<file path="config.mk">
export PLATFORM = sky130hd
export DESIGN_NAME = hbridge_gate_drive_control
export DESIGN_NICKNAME = d
export VERILOG_FILES = /design/src/pkg/hb_pkg.sv /design/src/rtl/hbridge_gate_drive_control.sv
export SDC_FILE = /design/constraint.sdc
export NUM_CORES = 1
export LEC_CHECK = 0
export ABC_CLOCK_PERIOD_IN_PS = 4900
export BUFFER_PORTS_ARGS = -buffer_cell sky130_fd_sc_hd__buf_2
export CORE_MARGIN = 2
export CORE_UTILIZATION = 54
export CTS_BUF_LIST = sky130_fd_sc_hd__clkbuf_4
export DETAILED_ROUTE_END_ITERATION = 12
export PLACE_DENSITY = 0.78
export SLEW_MARGIN = 20
export SYNTH_ARGS = -nofsm -noshare
export SYNTH_HDL_FRONTEND = slang
export SYNTH_SLANG_ARGS = --single-unit
export TNS_END_PERCENT = 100
</file>
<file path="constraint.sdc">
create_clock -name clock_i -period 4.9 [get_ports clock_i]
set_input_delay 0.245 -clock clock_i [delete_from_list [all_inputs] [get_ports clock_i]]
set_output_delay 0.245 -clock clock_i [all_outputs]
set_load 0.03 [all_outputs]
</file>
<file path="src/pkg/hb_pkg.sv">
`default_nettype none
package hb_pkg;
	// Clock
	localparam int CLK_MHZ = 10;

	// Register byte offsets
	localparam logic [3:0] CTRL_OFS = 4'h0;
	localparam logic [3:0] CFG_OFS = 4'h4;
	localparam logic [3:0] STATUS_OFS = 4'h8;
	localparam logic [3:0] GATE_OFS = 4'hC;

	// Control register fields
	localparam int EN_BIT = 0;
	localparam int OLA_BIT = 1;
	localparam int OLB_BIT = 2;
	localparam int OLTH_BIT = 3;
	localparam int STBY_BIT = 4;

	// Configuration register fields
	localparam int SLEW_LSB = 0;
	localparam int CCPA_LSB = 8;
	localparam int CCPB_LSB = 12;
	localparam int THR_LSB = 16;

	// Status register fields
	localparam int DS_LSB = 0;
	localparam int OLF_LSB = 4;
	localparam int DIAG_LSB = 8;
	localparam int FAIL_LSB = 12;
	localparam int SINK_BIT = 15;
	localparam int STATE_LSB = 16;

	// Reset values
	localparam logic [31:0] CTRL_RST = 32'h0000_0000;
	localparam logic [31:0] CFG_RST = 32'h0000_0000;

	// Driver indices
	localparam logic [1:0] DRV_HA = 2'h0;
	localparam logic [1:0] DRV_LA = 2'h1;
	localparam logic [1:0] DRV_HB = 2'h2;
	localparam logic [1:0] DRV_LB = 2'h3;

	// Slew current: gate current = code * (max current / SLEW_STEPS)
	localparam int SLEW_STEPS = 31;

	// Timing
	localparam int SINK_MIN_US = 32;
	localparam int SINK_MAX_US = 64;
	localparam int SINK_CYC = SINK_MIN_US * CLK_MHZ;
	localparam int SC_FILTER_NS = 6000;
	localparam int SC_CYC = (SC_FILTER_NS * CLK_MHZ + 999) / 1000;
	localparam int OL_FILTER_NS = 200000;
	localparam int OL_CYC = (OL_FILTER_NS * CLK_MHZ + 999) / 1000;
	localparam int CCP_STEP_NS = 500;
	localparam int CCP_STEP_CYC = (CCP_STEP_NS * CLK_MHZ + 999) / 1000;

	// Off-mode diagnosis result codes
	localparam logic [2:0] DIAG_NONE = 3'h0;
	localparam logic [2:0] DIAG_OPEN_A = 3'h1;
	localparam logic [2:0] DIAG_OPEN_B = 3'h2;
	localparam logic [2:0] DIAG_SHORT_GND = 3'h3;
	localparam logic [2:0] DIAG_SHORT_VS = 3'h4;

	typedef enum logic [2:0] {
		S_OFF = 3'b000,
		S_HS_WAIT = 3'b001,
		S_HS_ON = 3'b010,
		S_HS_LOCK = 3'b011,
		S_LS_LOCK = 3'b100,
		S_LS_ON = 3'b101
	} pwm_state_t;

	typedef struct packed {
		logic [3:0] on;
		logic [3:0] sink;
		logic [3:0] rl;
	} gate_cmd_t;
endpackage
`default_nettype wire

</file>
<file path="src/rtl/hbridge_gate_drive_control.sv">
// What this block does
// (RULE1) Slew on: high-side current source below threshold
// (RULE2) Gate current is slew code times step
// (RULE3) Slew code zero uses low-impedance switch
// (RULE4) Standby or failures force resistive-low mode
// (RULE5) Failure entry: sink 32-64 us, then resistive
// (RULE6) Sink phase is slew limited when enabled
// (RULE7) Filtered drain-source overvoltage turns gate off
// (RULE8) Fault flag holds gate off until cleared
// (RULE9) Monitoring only while gate on, filtered
// (RULE10) Per-driver threshold select drives comparators
// (RULE11) Off-diag bits with enable give resistive-low
// (RULE12) Low drain-source voltage filtered sets flag
// (RULE13) Off-diag disabled keeps low-side flags clear
// (RULE14) Decode off-mode flags into fault result
// (RULE15) Switch-on delayed by cross-current time
// (RULE16) Four-bit per-leg code sets lock delay
// (RULE17) Two lock timers share one duration
// (RULE18) PWM sequence: HS off, LS on, HS on
// (RULE19) Host drives direction and PWM inputs
// (RULE20) Timers restart when trigger ends early
//
// Our own choices: the address map and the Avalon-MM interface to the registers.
`default_nettype none
module hbridge_gate_drive_control
	import hb_pkg::*;
(
	// Clock and reset
	input wire logic clock_i,
	input wire logic rst_i,
	// Avalon-MM slave
	input wire logic [3:0] address_i,
	input wire logic read_i,
	input wire logic write_i,
	input wire logic [31:0] writedata_i,
	input wire logic [3:0] byteenable_i,
	output logic [31:0] readdata_o,
	output logic waitrequest_o,
	// Bridge control pins
	input wire logic bridge_pwm_input_i,
	input wire logic bridge_direction_input_i,
	// Analog comparators
	input wire logic [3:0] ds_over_threshold_i,
	input wire logic [1:0] ls_below_sixth_i,
	input wire logic [1:0] hs_below_switch_i,
	// Device failure flags
	input wire logic thermal_shutdown_flag_i,
	input wire logic pump_voltage_low_flag_i,
	input wire logic invalid_command_flag_i,
	// Gate driver controls
	output gate_cmd_t gate_cmd_o,
	output logic [1:0] hs_current_source_o,
	output logic [4:0] gate_current_code_o,
	output logic [7:0] short_threshold_select_o
);
	localparam int SINK_W = $clog2(SINK_CYC + 1);
	localparam int SC_W = $clog2(SC_CYC + 1);
	localparam int OL_W = $clog2(OL_CYC + 1);

	logic [31:0] ctrl_q;
	logic [31:0] cfg_q;
	logic wreq_q;
	logic [31:0] rdata_q;
	logic [9:0] meta_q;
	logic [9:0] sync_q;
	logic pwm_s;
	logic dir_s;
	logic [3:0] ds_s;
	logic [1:0] ol_s;
	logic [1:0] hsb_s;
	logic pwm_prev_q;
	logic dir_prev_q;
	logic fail;
	logic offdiag_act;
	logic rl_mode;
	logic rl_q;
	logic sink_act_q;
	logic [SINK_W-1:0] sink_cnt_q;
	logic [3:0] ds_flag_q;
	logic [SC_W-1:0] sc_cnt_q [4];
	logic [1:0] olf_q;
	logic [OL_W-1:0] ol_cnt_q [2];
	logic [2:0] diag_d;
	pwm_state_t pwm_st_q;
	logic [7:0] tmr1_q;
	logic [7:0] tmr2_q;
	logic [7:0] lock_cyc;
	logic pwm_rise;
	logic accept;
	logic wr_acc;
	logic [3:0] ds_clr;
	logic [1:0] olf_clr;
	gate_cmd_t cmd_d;
	gate_cmd_t gate_cmd_q;
	logic [1:0] hs_cs_d;
	logic [31:0] rdata_d;
	logic [1:0] hs_idx;
	logic [1:0] ls_idx;
	logic [1:0] opp_idx;

	function automatic logic [31:0] be_merge(input logic [31:0] old, input logic [31:0] nw,
		input logic [3:0] be);
		logic [31:0] r;
		r = old;
		for (int b = 0; b < 4; b++) begin
			if (be[b]) begin
				r[8*b +: 8] = nw[8*b +: 8];
			end
		end
		return r;
	endfunction

	// Avalon slave: one wait cycle per access
	assign accept = (read_i || write_i) && !wreq_q;
	assign wr_acc = write_i && !wreq_q;

	always_ff @(posedge clock_i or posedge rst_i) begin
		if (rst_i) begin
			wreq_q <= 1'b1;
		end else begin
			wreq_q <= !((read_i || write_i) && wreq_q);
		end
	end

	always_comb begin
		case (address_i)
			CTRL_OFS: rdata_d = ctrl_q;
			CFG_OFS: rdata_d = cfg_q;
			STATUS_OFS: begin
				rdata_d = 32'h0000_0000;
				rdata_d[DS_LSB +: 4] = ds_flag_q;
				rdata_d[OLF_LSB +: 2] = olf_q;
				rdata_d[DIAG_LSB +: 3] = diag_d;
				rdata_d[FAIL_LSB +: 3] = {invalid_command_flag_i, pump_voltage_low_flag_i,
					thermal_shutdown_flag_i};
				rdata_d[SINK_BIT] = sink_act_q;
				rdata_d[STATE_LSB +: 3] = pwm_st_q;
			end
			GATE_OFS: rdata_d = {20'h0_0000, gate_cmd_q};
			default: rdata_d = 32'h0000_0000;
		endcase
	end

	always_ff @(posedge clock_i or posedge rst_i) begin
		if (rst_i) begin
			rdata_q <= 32'h0000_0000;
		end else if (read_i && wreq_q) begin
			rdata_q <= rdata_d;
		end
	end

	always_ff @(posedge clock_i or posedge rst_i) begin
		if (rst_i) begin
			ctrl_q <= CTRL_RST;
			cfg_q <= CFG_RST;
		end else if (wr_acc) begin
			if (address_i == CTRL_OFS) begin
				ctrl_q <= be_merge(ctrl_q, writedata_i, byteenable_i) & 32'h0000_001F;
			end
			if (address_i == CFG_OFS) begin
				cfg_q <= be_merge(cfg_q, writedata_i, byteenable_i) & 32'h00FF_FF1F;
			end
		end
	end

	assign ds_clr = (wr_acc && address_i == STATUS_OFS && byteenable_i[0]) ?
		writedata_i[DS_LSB +: 4] : 4'h0;
	assign olf_clr = (wr_acc && address_i == STATUS_OFS && byteenable_i[0]) ?
		writedata_i[OLF_LSB +: 2] : 2'h0;

	// Pin and comparator synchronisers
	always_ff @(posedge clock_i or posedge rst_i) begin
		if (rst_i) begin
			meta_q <= 10'h000;
			sync_q <= 10'h000;
		end else begin
			meta_q <= {hs_below_switch_i, ls_below_sixth_i, ds_over_threshold_i,
				bridge_direction_input_i, bridge_pwm_input_i};
			sync_q <= meta_q;
		end
	end
	assign pwm_s = sync_q[0];
	assign dir_s = sync_q[1];
	assign ds_s = sync_q[5:2];
	assign ol_s = sync_q[7:6];
	assign hsb_s = sync_q[9:8];

	// Resistive-low entry and sink phase
	assign fail = thermal_shutdown_flag_i || pump_voltage_low_flag_i || invalid_command_flag_i;
	assign offdiag_act = ctrl_q[EN_BIT] && (ctrl_q[OLA_BIT] || ctrl_q[OLB_BIT]); // (RULE11)
	assign rl_mode = !ctrl_q[EN_BIT] || ctrl_q[STBY_BIT] || fail || offdiag_act; // (RULE4)

	always_ff @(posedge clock_i or posedge rst_i) begin
		if (rst_i) begin
			rl_q <= 1'b1;
			sink_act_q <= 1'b0;
			sink_cnt_q <= '0;
		end else begin
			rl_q <= rl_mode;
			if (fail && !rl_q) begin
				sink_act_q <= 1'b1; // (RULE5)
				sink_cnt_q <= '0;
			end else if (sink_act_q) begin
				if (!fail) begin
					sink_act_q <= 1'b0; // (RULE20)
					sink_cnt_q <= '0;
				end else if (sink_cnt_q == SINK_W'(SINK_CYC - 1)) begin
					sink_act_q <= 1'b0; // (RULE5)
				end else begin
					sink_cnt_q <= sink_cnt_q + SINK_W'(1);
				end
			end
		end
	end

	// Drain-source short monitoring
	for (genvar i = 0; i < 4; i++) begin : g_ds
		always_ff @(posedge clock_i or posedge rst_i) begin
			if (rst_i) begin
				sc_cnt_q[i] <= '0;
				ds_flag_q[i] <= 1'b0;
			end else begin
				if (gate_cmd_q.on[i] && ds_s[i]) begin // (RULE9)
					if (sc_cnt_q[i] != SC_W'(SC_CYC - 1)) begin
						sc_cnt_q[i] <= sc_cnt_q[i] + SC_W'(1);
					end
				end else begin
					sc_cnt_q[i] <= '0; // (RULE20)
				end
				if (gate_cmd_q.on[i] && ds_s[i] && sc_cnt_q[i] == SC_W'(SC_CYC - 1)) begin
					ds_flag_q[i] <= 1'b1; // (RULE7)
				end else if (ds_clr[i]) begin
					ds_flag_q[i] <= 1'b0; // (RULE8)
				end
			end
		end
	end

	// Off-mode diagnosis of the low-side legs
	for (genvar k = 0; k < 2; k++) begin : g_ol
		always_ff @(posedge clock_i or posedge rst_i) begin
			if (rst_i) begin
				ol_cnt_q[k] <= '0;
				olf_q[k] <= 1'b0;
			end else if (!offdiag_act) begin
				ol_cnt_q[k] <= '0;
				olf_q[k] <= 1'b0; // (RULE13)
			end else begin
				if (ol_s[k]) begin
					if (ol_cnt_q[k] != OL_W'(OL_CYC - 1)) begin
						ol_cnt_q[k] <= ol_cnt_q[k] + OL_W'(1);
					end
				end else begin
					ol_cnt_q[k] <= '0; // (RULE20)
				end
				if (ol_s[k] && ol_cnt_q[k] == OL_W'(OL_CYC - 1)) begin
					olf_q[k] <= 1'b1; // (RULE12)
				end else if (olf_clr[k]) begin
					olf_q[k] <= 1'b0;
				end
			end
		end
	end

	always_comb begin
		diag_d = DIAG_NONE;
		if (offdiag_act) begin
			if (olf_q[0] && olf_q[1]) begin
				diag_d = ctrl_q[OLTH_BIT] ? DIAG_SHORT_VS : DIAG_SHORT_GND; // (RULE14)
			end else if (ctrl_q[OLA_BIT] && olf_q[1] && !ctrl_q[OLTH_BIT]) begin
				diag_d = DIAG_OPEN_B; // (RULE14)
			end else if (ctrl_q[OLB_BIT] && olf_q[0] && !ctrl_q[OLTH_BIT]) begin
				diag_d = DIAG_OPEN_A; // (RULE14)
			end
		end
	end

	// PWM leg sequencing with two lock timers
	assign hs_idx = dir_s ? DRV_HA : DRV_HB;
	assign ls_idx = dir_s ? DRV_LA : DRV_LB;
	assign opp_idx = dir_s ? DRV_LB : DRV_LA;
	assign lock_cyc = 8'((dir_s ? cfg_q[CCPA_LSB +: 4] : cfg_q[CCPB_LSB +: 4]) + 5'd1)
		* 8'(CCP_STEP_CYC); // (RULE16)
	assign pwm_rise = pwm_s && !pwm_prev_q;

	always_ff @(posedge clock_i or posedge rst_i) begin
		if (rst_i) begin
			pwm_prev_q <= 1'b0;
			dir_prev_q <= 1'b0;
		end else begin
			pwm_prev_q <= pwm_s;
			dir_prev_q <= dir_s;
		end
	end

	always_ff @(posedge clock_i or posedge rst_i) begin
		if (rst_i) begin
			pwm_st_q <= S_OFF;
			tmr1_q <= 8'h00;
			tmr2_q <= 8'h00;
		end else if (rl_mode || dir_s != dir_prev_q) begin
			pwm_st_q <= S_OFF;
			tmr1_q <= 8'h00;
			tmr2_q <= 8'h00;
		end else begin
			case (pwm_st_q)
				S_OFF: begin
					pwm_st_q <= S_HS_WAIT;
					tmr2_q <= 8'h00;
				end
				S_HS_WAIT: begin
					if (tmr2_q == lock_cyc - 8'd1) begin
						pwm_st_q <= S_HS_ON; // (RULE15)
					end else begin
						tmr2_q <= tmr2_q + 8'd1;
					end
				end
				S_HS_ON: begin
					if (!pwm_s) begin
						pwm_st_q <= S_HS_LOCK; // (RULE18)
						tmr1_q <= 8'h00;
					end
				end
				S_HS_LOCK: begin
					if (pwm_s) begin
						pwm_st_q <= S_HS_ON; // (RULE20)
					end else if (tmr1_q == lock_cyc - 8'd1) begin
						pwm_st_q <= S_LS_LOCK; // (RULE17)
						tmr1_q <= 8'h00;
					end else begin
						tmr1_q <= tmr1_q + 8'd1;
					end
				end
				S_LS_LOCK: begin
					if (pwm_rise) begin
						pwm_st_q <= S_HS_WAIT;
						tmr2_q <= 8'h00;
					end else if (tmr1_q == lock_cyc - 8'd1) begin
						pwm_st_q <= S_LS_ON; // (RULE18)
					end else begin
						tmr1_q <= tmr1_q + 8'd1;
					end
				end
				S_LS_ON: begin
					if (pwm_rise) begin
						pwm_st_q <= S_HS_WAIT; // (RULE18)
						tmr2_q <= 8'h00;
					end
				end
				default: pwm_st_q <= S_OFF;
			endcase
		end
	end

	// Gate commands
	always_comb begin
		cmd_d = '{on: 4'h0, sink: 4'h0, rl: 4'h0};
		if (rl_mode) begin
			if (sink_act_q || (fail && !rl_q)) begin
				cmd_d.sink = 4'hF; // (RULE5)
			end else begin
				cmd_d.rl = 4'hF; // (RULE4)
			end
		end else begin
			if (pwm_st_q == S_HS_ON || pwm_st_q == S_HS_LOCK) begin
				cmd_d.on[hs_idx] = 1'b1;
			end
			if (pwm_st_q == S_LS_ON) begin
				cmd_d.on[ls_idx] = 1'b1;
			end
			if (pwm_st_q != S_OFF) begin
				cmd_d.on[opp_idx] = 1'b1;
			end
		end
		cmd_d.on = cmd_d.on & ~ds_flag_q; // (RULE8)
		hs_cs_d = 2'h0;
		if (cfg_q[SLEW_LSB +: 5] != 5'h00) begin // (RULE3)
			hs_cs_d[0] = hsb_s[0] && (cmd_d.on[DRV_HA] || cmd_d.sink[DRV_HA]); // (RULE1)
			hs_cs_d[1] = hsb_s[1] && (cmd_d.on[DRV_HB] || cmd_d.sink[DRV_HB]); // (RULE6)
		end
	end

	always_ff @(posedge clock_i or posedge rst_i) begin
		if (rst_i) begin
			gate_cmd_q <= '{on: 4'h0, sink: 4'h0, rl: 4'hF};
			hs_current_source_o <= 2'h0;
			gate_current_code_o <= 5'h00;
			short_threshold_select_o <= 8'h00;
		end else begin
			gate_cmd_q <= cmd_d;
			hs_current_source_o <= hs_cs_d;
			gate_current_code_o <= cfg_q[SLEW_LSB +: 5]; // (RULE2)
			short_threshold_select_o <= cfg_q[THR_LSB +: 8]; // (RULE10)
		end
	end

	assign gate_cmd_o = gate_cmd_q;
	assign readdata_o = rdata_q;
	assign waitrequest_o = wreq_q;
endmodule
`default_nettype wire

</file>
* Word level (Yosys, flattened, before mapping)
Cells that the tools add are included.
Storage, ports and cells: flip-flop bits (word level) 190, bits in latches 0, RAM bits 0, bits in read-only memories 0, input bits 57, logic and storage cells 249, memories kept 0
Operators by class: add/sub/neg operators 11, multiply operators 1, div/mod/pow operators 0, $lt $le $gt $ge 6, equal/unequal tests 43, shift-type cells 0, mux-type cells 84, bitwise gates (word level) 4, reductions and logical operators 66
Operators by type and width (number):
- case mux 24 bit (4 select lines) | 1
- two-way mux 8 bit | 10
- two-way mux 11 bit | 6
- two-way mux 6 bit | 8
- case mux 8 bit (3 select lines) | 2
- two-way mux 4 bit | 10
- two-way mux 9 bit | 4
- two-way mux 3 bit | 11
- logical AND 1 bit | 28
- adder 6 x 1 -> 6 bit (second input constant) | 4
- == test 6 bit (second input constant) | 4
- != test 6 bit (second input constant) | 4
- adder 11 x 1 -> 11 bit (second input constant) | 2
- == test 11 bit (second input constant) | 2
- two-way mux 1 bit | 22
- != test 11 bit (second input constant) | 2
- != test 3 bit (second input constant) | 7
- case mux 3 bit (6 select lines) | 1
- adder 8 x 1 -> 8 bit (second input constant) | 2
- == test 8 bit | 2
- AND reduction 3 bit | 5
- logical OR 1 bit | 12
- two-way mux 2 bit | 6
- AND reduction 5 bit | 2
- 30 further kinds | 58

* Logic depth before layout (Yosys ltp)
depth after elaboration 17, depth in mapped cells 18, gate-level depth less buffers 15

* Worst setup path before layout
Ideal clock, no wire load.
path type register -> register, from register sync_q[1], to register tmr1_q[5], setup time 0.092 ns, arrival time 3.888 ns, required time 4.808 ns, setup slack 0.920 ns, cell stages (with the launch flop) 18, buffers on the path 2, path through dfrtp_1 > buf_6 > mux2i_4 > inv_1 > ha_1 > xnor2_1 > fa_1 > inv_1 > ha_1 > buf_2 > o21ai_1 > a21oi_1 > o22ai_2 > xnor3_1 > a311oi_1 > o21ai_2 > or2_4 > o31ai_2
Between the ends: longest elaborated chain between the ends 9, elaborated cells between the ends (all ways) 17
Ends and longest elaborated chain:
- start, declared | line hbridge_gate_drive_control.sv:65 | logic [9:0] sync_q;
- start signal, assigned | line hbridge_gate_drive_control.sv:179 | sync_q <= meta_q;
- two-way mux 4 bit | line hbridge_gate_drive_control.sv:282 | assign lock_cyc = 8'((dir_s ? cfg_q[CCPA_LSB +: 4] : cfg_q[CCPB_LSB +: 4]) + 5'd1)
- adder 4 x 1 -> 5 bit | line hbridge_gate_drive_control.sv:282
- multiplier 5 x 3 -> 8 bit | line hbridge_gate_drive_control.sv:283 | * 8'(CCP_STEP_CYC);
- subtractor 8 x 1 -> 8 bit | line hbridge_gate_drive_control.sv:327, hbridge_gate_drive_control.sv:338
- == test 8 bit | line hbridge_gate_drive_control.sv:327, hbridge_gate_drive_control.sv:338
- two-way mux 8 bit | line hbridge_gate_drive_control.sv:327 | end else if (tmr1_q == lock_cyc - 8'd1) begin
- two-way mux 8 bit | line hbridge_gate_drive_control.sv:325 | if (pwm_s) begin
- case mux 8 bit (3 select lines) | line hbridge_gate_drive_control.sv:306 | case (pwm_st_q)
- two-way mux 8 bit | line hbridge_gate_drive_control.sv:301 | end else if (rl_mode || dir_s != dir_prev_q) begin
- end signal, assigned | line hbridge_gate_drive_control.sv:331 | tmr1_q <= tmr1_q + 8'd1;
- end signal, assigned | line hbridge_gate_drive_control.sv:341 | tmr1_q <= tmr1_q + 8'd1;
- end, declared | line hbridge_gate_drive_control.sv:85 | logic [7:0] tmr1_q;
Parallel ways exist; a longest one is shown, timed or not. The select of a mux whose other input is x is not followed. A chain may end at the register's enable or synchronous reset.

* Worst setup path in the final report
from register sync_q[1], to register tmr1_q[6]
Same word-level chain as after synthesis.

==> impl_results.md <==
- Clock Tree Buf Depth: 2
- Clock Skew: 17.5 ps
- Vias: 6235
- Post-synth cell types: 63
- Largest fanout on the critical path: 10
- Internal reg-to-reg setup slack: 570 ps
- Synth Instances: 776
- Hold path depth: 4
- DRT Wirelength: 18000 um
- Wire per inst: 16.2 um
- Core area: 15000 um2
- First-pass GRT wire length: 29200 um
- Dominant cell type by area after synthesis: dfrtp_1
- Synth async-reset ratio: 100%
- PwrDens: 320 nW/um2
- Pleak: 4.44 nW
- DR iter-0 viols: 510
- Cell count after placement: 1040
- All-Layer GR Usage: 23.1%
- Top cells by area, synth: dfrtp_1 (52%), nand2_1 (4.5%), o21ai_0 (3.9%)
- Slew HR: 33.4%
- Period minus WS final: 4330 ps
- Die width: 127 um
- Gpl congestion: 0.844
- Seq/Total Area, Yosys: 53.2%
- Status: finished clean
- Drt first pass iters: 7
- CTS Buf Count: 17
- Final nets: 985
- Setup Viol. Count Final: 0
- IO Port Bufs: 97
- Yosys reg bits: 175
- Required @ worst endpoint: 5390 ps
- Die area: 16300 um2
- Hold-critical path endpoint: ds_flag_q[2]$_DFFE_PP0P_
- I/O pin count: 117
- Maxcap violations: 0
- Placed cell areas: 8830 um2
- Setup CP Type: register to register
- Avg Inst Size Synth: 10.6 um2
- Final hold violations: 0
- Max Clk Rate: 231 MHz
- Clk_lat worst skew: 580 ps
- Finished Layout Cells: 1109
- Area share of the largest cell type after synthesis: 52.3%
- Min-Delay Startpoint: address_i[2]
- DP HPWL: 12400 um
- RSZ-0062 raised after global routing: no
- TNS Setup: 0 ps
- Vias per inst: 5.62
- CP Launch Type: register
- R2R Path End: tmr1_q[6]$_DFFE_PP0P_
- Initial Util: 54.8%
- GRT Residual Overflow: 0
- Die H: 127 um
- Root Driver: clkbuf_4
- Worst Max-Slew Pin Slew: 996 ps
- GR Util met1: 30.8%
- GR Util met2: 37.2%
- Finished Cell Area: 9450 um2
- Post-synth EDFFs: 0
- Setup bufs post-CTS: 0
- Prevailing post-synth register cell: dfrtp_1
- Share of cells above drive strength 1: 19.3%
- VDD IR max: 0.222 mV
- CP Capture Type: register
- Synth warn: 0
- Area Growth Syn to Fin: 14.8%
- Arrival time worst endpoint: 4820 ps
- Initial antenna violation count: 1
- Clock-pin slew reported for the worst setup and hold paths after clock tree synthesis: 140 ps
- GRT Max-Usage Layer: met2
- Worst Hold Class: input pin to register
- Num rows: 45
- Reg-to-Reg Start: sync_q[1]$_DFF_PP0_
- Final ANT Viol Nets: 0
- Pwr Total: 3.02 mW
- Synthesized area: 8230 um2
- Final period util: 88.3%
- Sink Count: 175
- Met3 Use GR: 5.32%
- Worst reg2reg path depth: 15
- DRC: 0
- Htree depth: 4
- Largest net degree at the start of global routing: 176
- Via count of the first global-routing pass: 5922
- CTS tree: built
- Pins Over Slew Limit: 0
==> flip-flops by register name (all words and copies together) (netlist names), 9 cells and up <==
name and count:
sc_cnt_q 24, readdata_o 23, ol_cnt_q 22, cfg_q 21
meta_q 10, sync_q 10, sink_cnt_q 9
==> report_power, final <==
part           switching [mW]  internal [mW]  total (mW)
Sequential             0.0741           1.52        1.60
Clock                   0.484          0.253       0.737
Combinational           0.379          0.311       0.690
Total                   0.937           2.09        3.02
==> per-stage QoR <==
step	setup slack [ps]	hold WS, ps	util (%)
CTS	551	107	62.9
detailed placement	599	335	58.8
finish	572	156	62.9
global placement	679	334	58.8
global route	289	175	62.9
floorplan	920	276	-
==> cell usage after synthesis, types with 5 or more instances <==
cell	n
dfrtp_1	172
nand2_1	98
nor2_1	69
o21ai_0	64
nand3_1	41
a21oi_1	30
mux2_2	28
xor2_1	26
xnor2_1	24
ha_1	17
buf_4	16
inv_1	16
a22oi_1	12
and3_1	12
clkbuf_1	12
nor3_1	10
or3_1	10
mux2i_1	8
nand4_1	8
nand2b_1	6
nor3b_1	6
nor4_1	6
a21o_1	5
a221oi_1	5
a31oi_1	5
and2_1	5
==> repair_timing <==
item | 4_1_cts | 5_1_grt
hold buffers | 38 | 0
endpoints found under the hold margin | 217 | 0
endpoints found under the setup margin | 0 | 0
gates resized for setup | 0 | 0
==> cells by family (layout without fill, tap and decap cells) <==
family,Yosys count,count (layout),share of synthesized area [%]
AO/OA/AOI/OAI,152,152,11.7
XOR/XNOR,56,56,6.99
adder cells (fa/ha/maj),19,19,3.07
buffers and inverters,47,184,2.99
flip-flops,175,175,53.2
multiplexers,39,39,5.62
other,1,9,0.0455
AND/OR/NAND/NOR,287,287,16.4
==> layout make-up <==
class	count	area, um2
antenna	1	2.50
inverter	16	63.8
clock inverter	11	93.8
multi-input combinational	561	3630
sequential	175	4380
tap	188	235
fill	1187	5580
clock buffer	19	143
timing repair buffer	138	901
==> worst max-delay path, stage by stage, from the launching register on <==
cell	delay, ps
dfrtp_1	500
mux2i_4	350
inv_1	120
ha_1	290
xnor2_1	350
fa_1	480
inv_1	70
ha_1	310
o21ai_1	160
a21oi_1	70
o22ai_2	180
xnor3_1	380
a311oi_1	280
o21ai_2	190
or2_4	310
o31ai_2	210
==> how the worst max path moves through the flow <==
stage                             start               endpoint  slack (ps)  cells after the start
floorplan           sync_q[1]$_DFF_PP0_  tmr1_q[5]$_DFFE_PP0P_         920                     17
global route        sync_q[1]$_DFF_PP0_  tmr1_q[6]$_DFFE_PP0P_         290                     15
detailed placement  sync_q[1]$_DFF_PP0_  tmr1_q[6]$_DFFE_PP0P_         600                     15
global placement    sync_q[1]$_DFF_PP0_  tmr1_q[6]$_DFFE_PP0P_         680                     15
finish              sync_q[1]$_DFF_PP0_  tmr1_q[6]$_DFFE_PP0P_         570                     15
CTS                 sync_q[1]$_DFF_PP0_  tmr1_q[6]$_DFFE_PP0P_         550                     15
==> per-layer routing <==
layer	vias up	routed length [um]
met2	195	8630
met4	0	395
met1	3023	8080
li1	2983	-
met3	34	879
met5	-	0
==> cells in the final DEF (no fill, tap or decap), types with 6 or more instances in the layout <==
master and n:
a21oi_1 30, a22oi_1 12, and3_1 12, buf_2 97, clkbuf_4 19, conb_1 8
dfrtp_1 172, dlygate4sd3_1 38, ha_1 17, inv_1 15, mux2_2 28, mux2i_1 8
nand2_1 98, nand2b_1 6, nand3_1 41, nand4_1 8, nor2_1 69, nor3_1 10
nor3b_1 6, nor4_1 6, o21ai_0 64, or3_1 10, xnor2_1 24, xor2_1 26
Note: power is estimated with default switching activity, not from simulation.
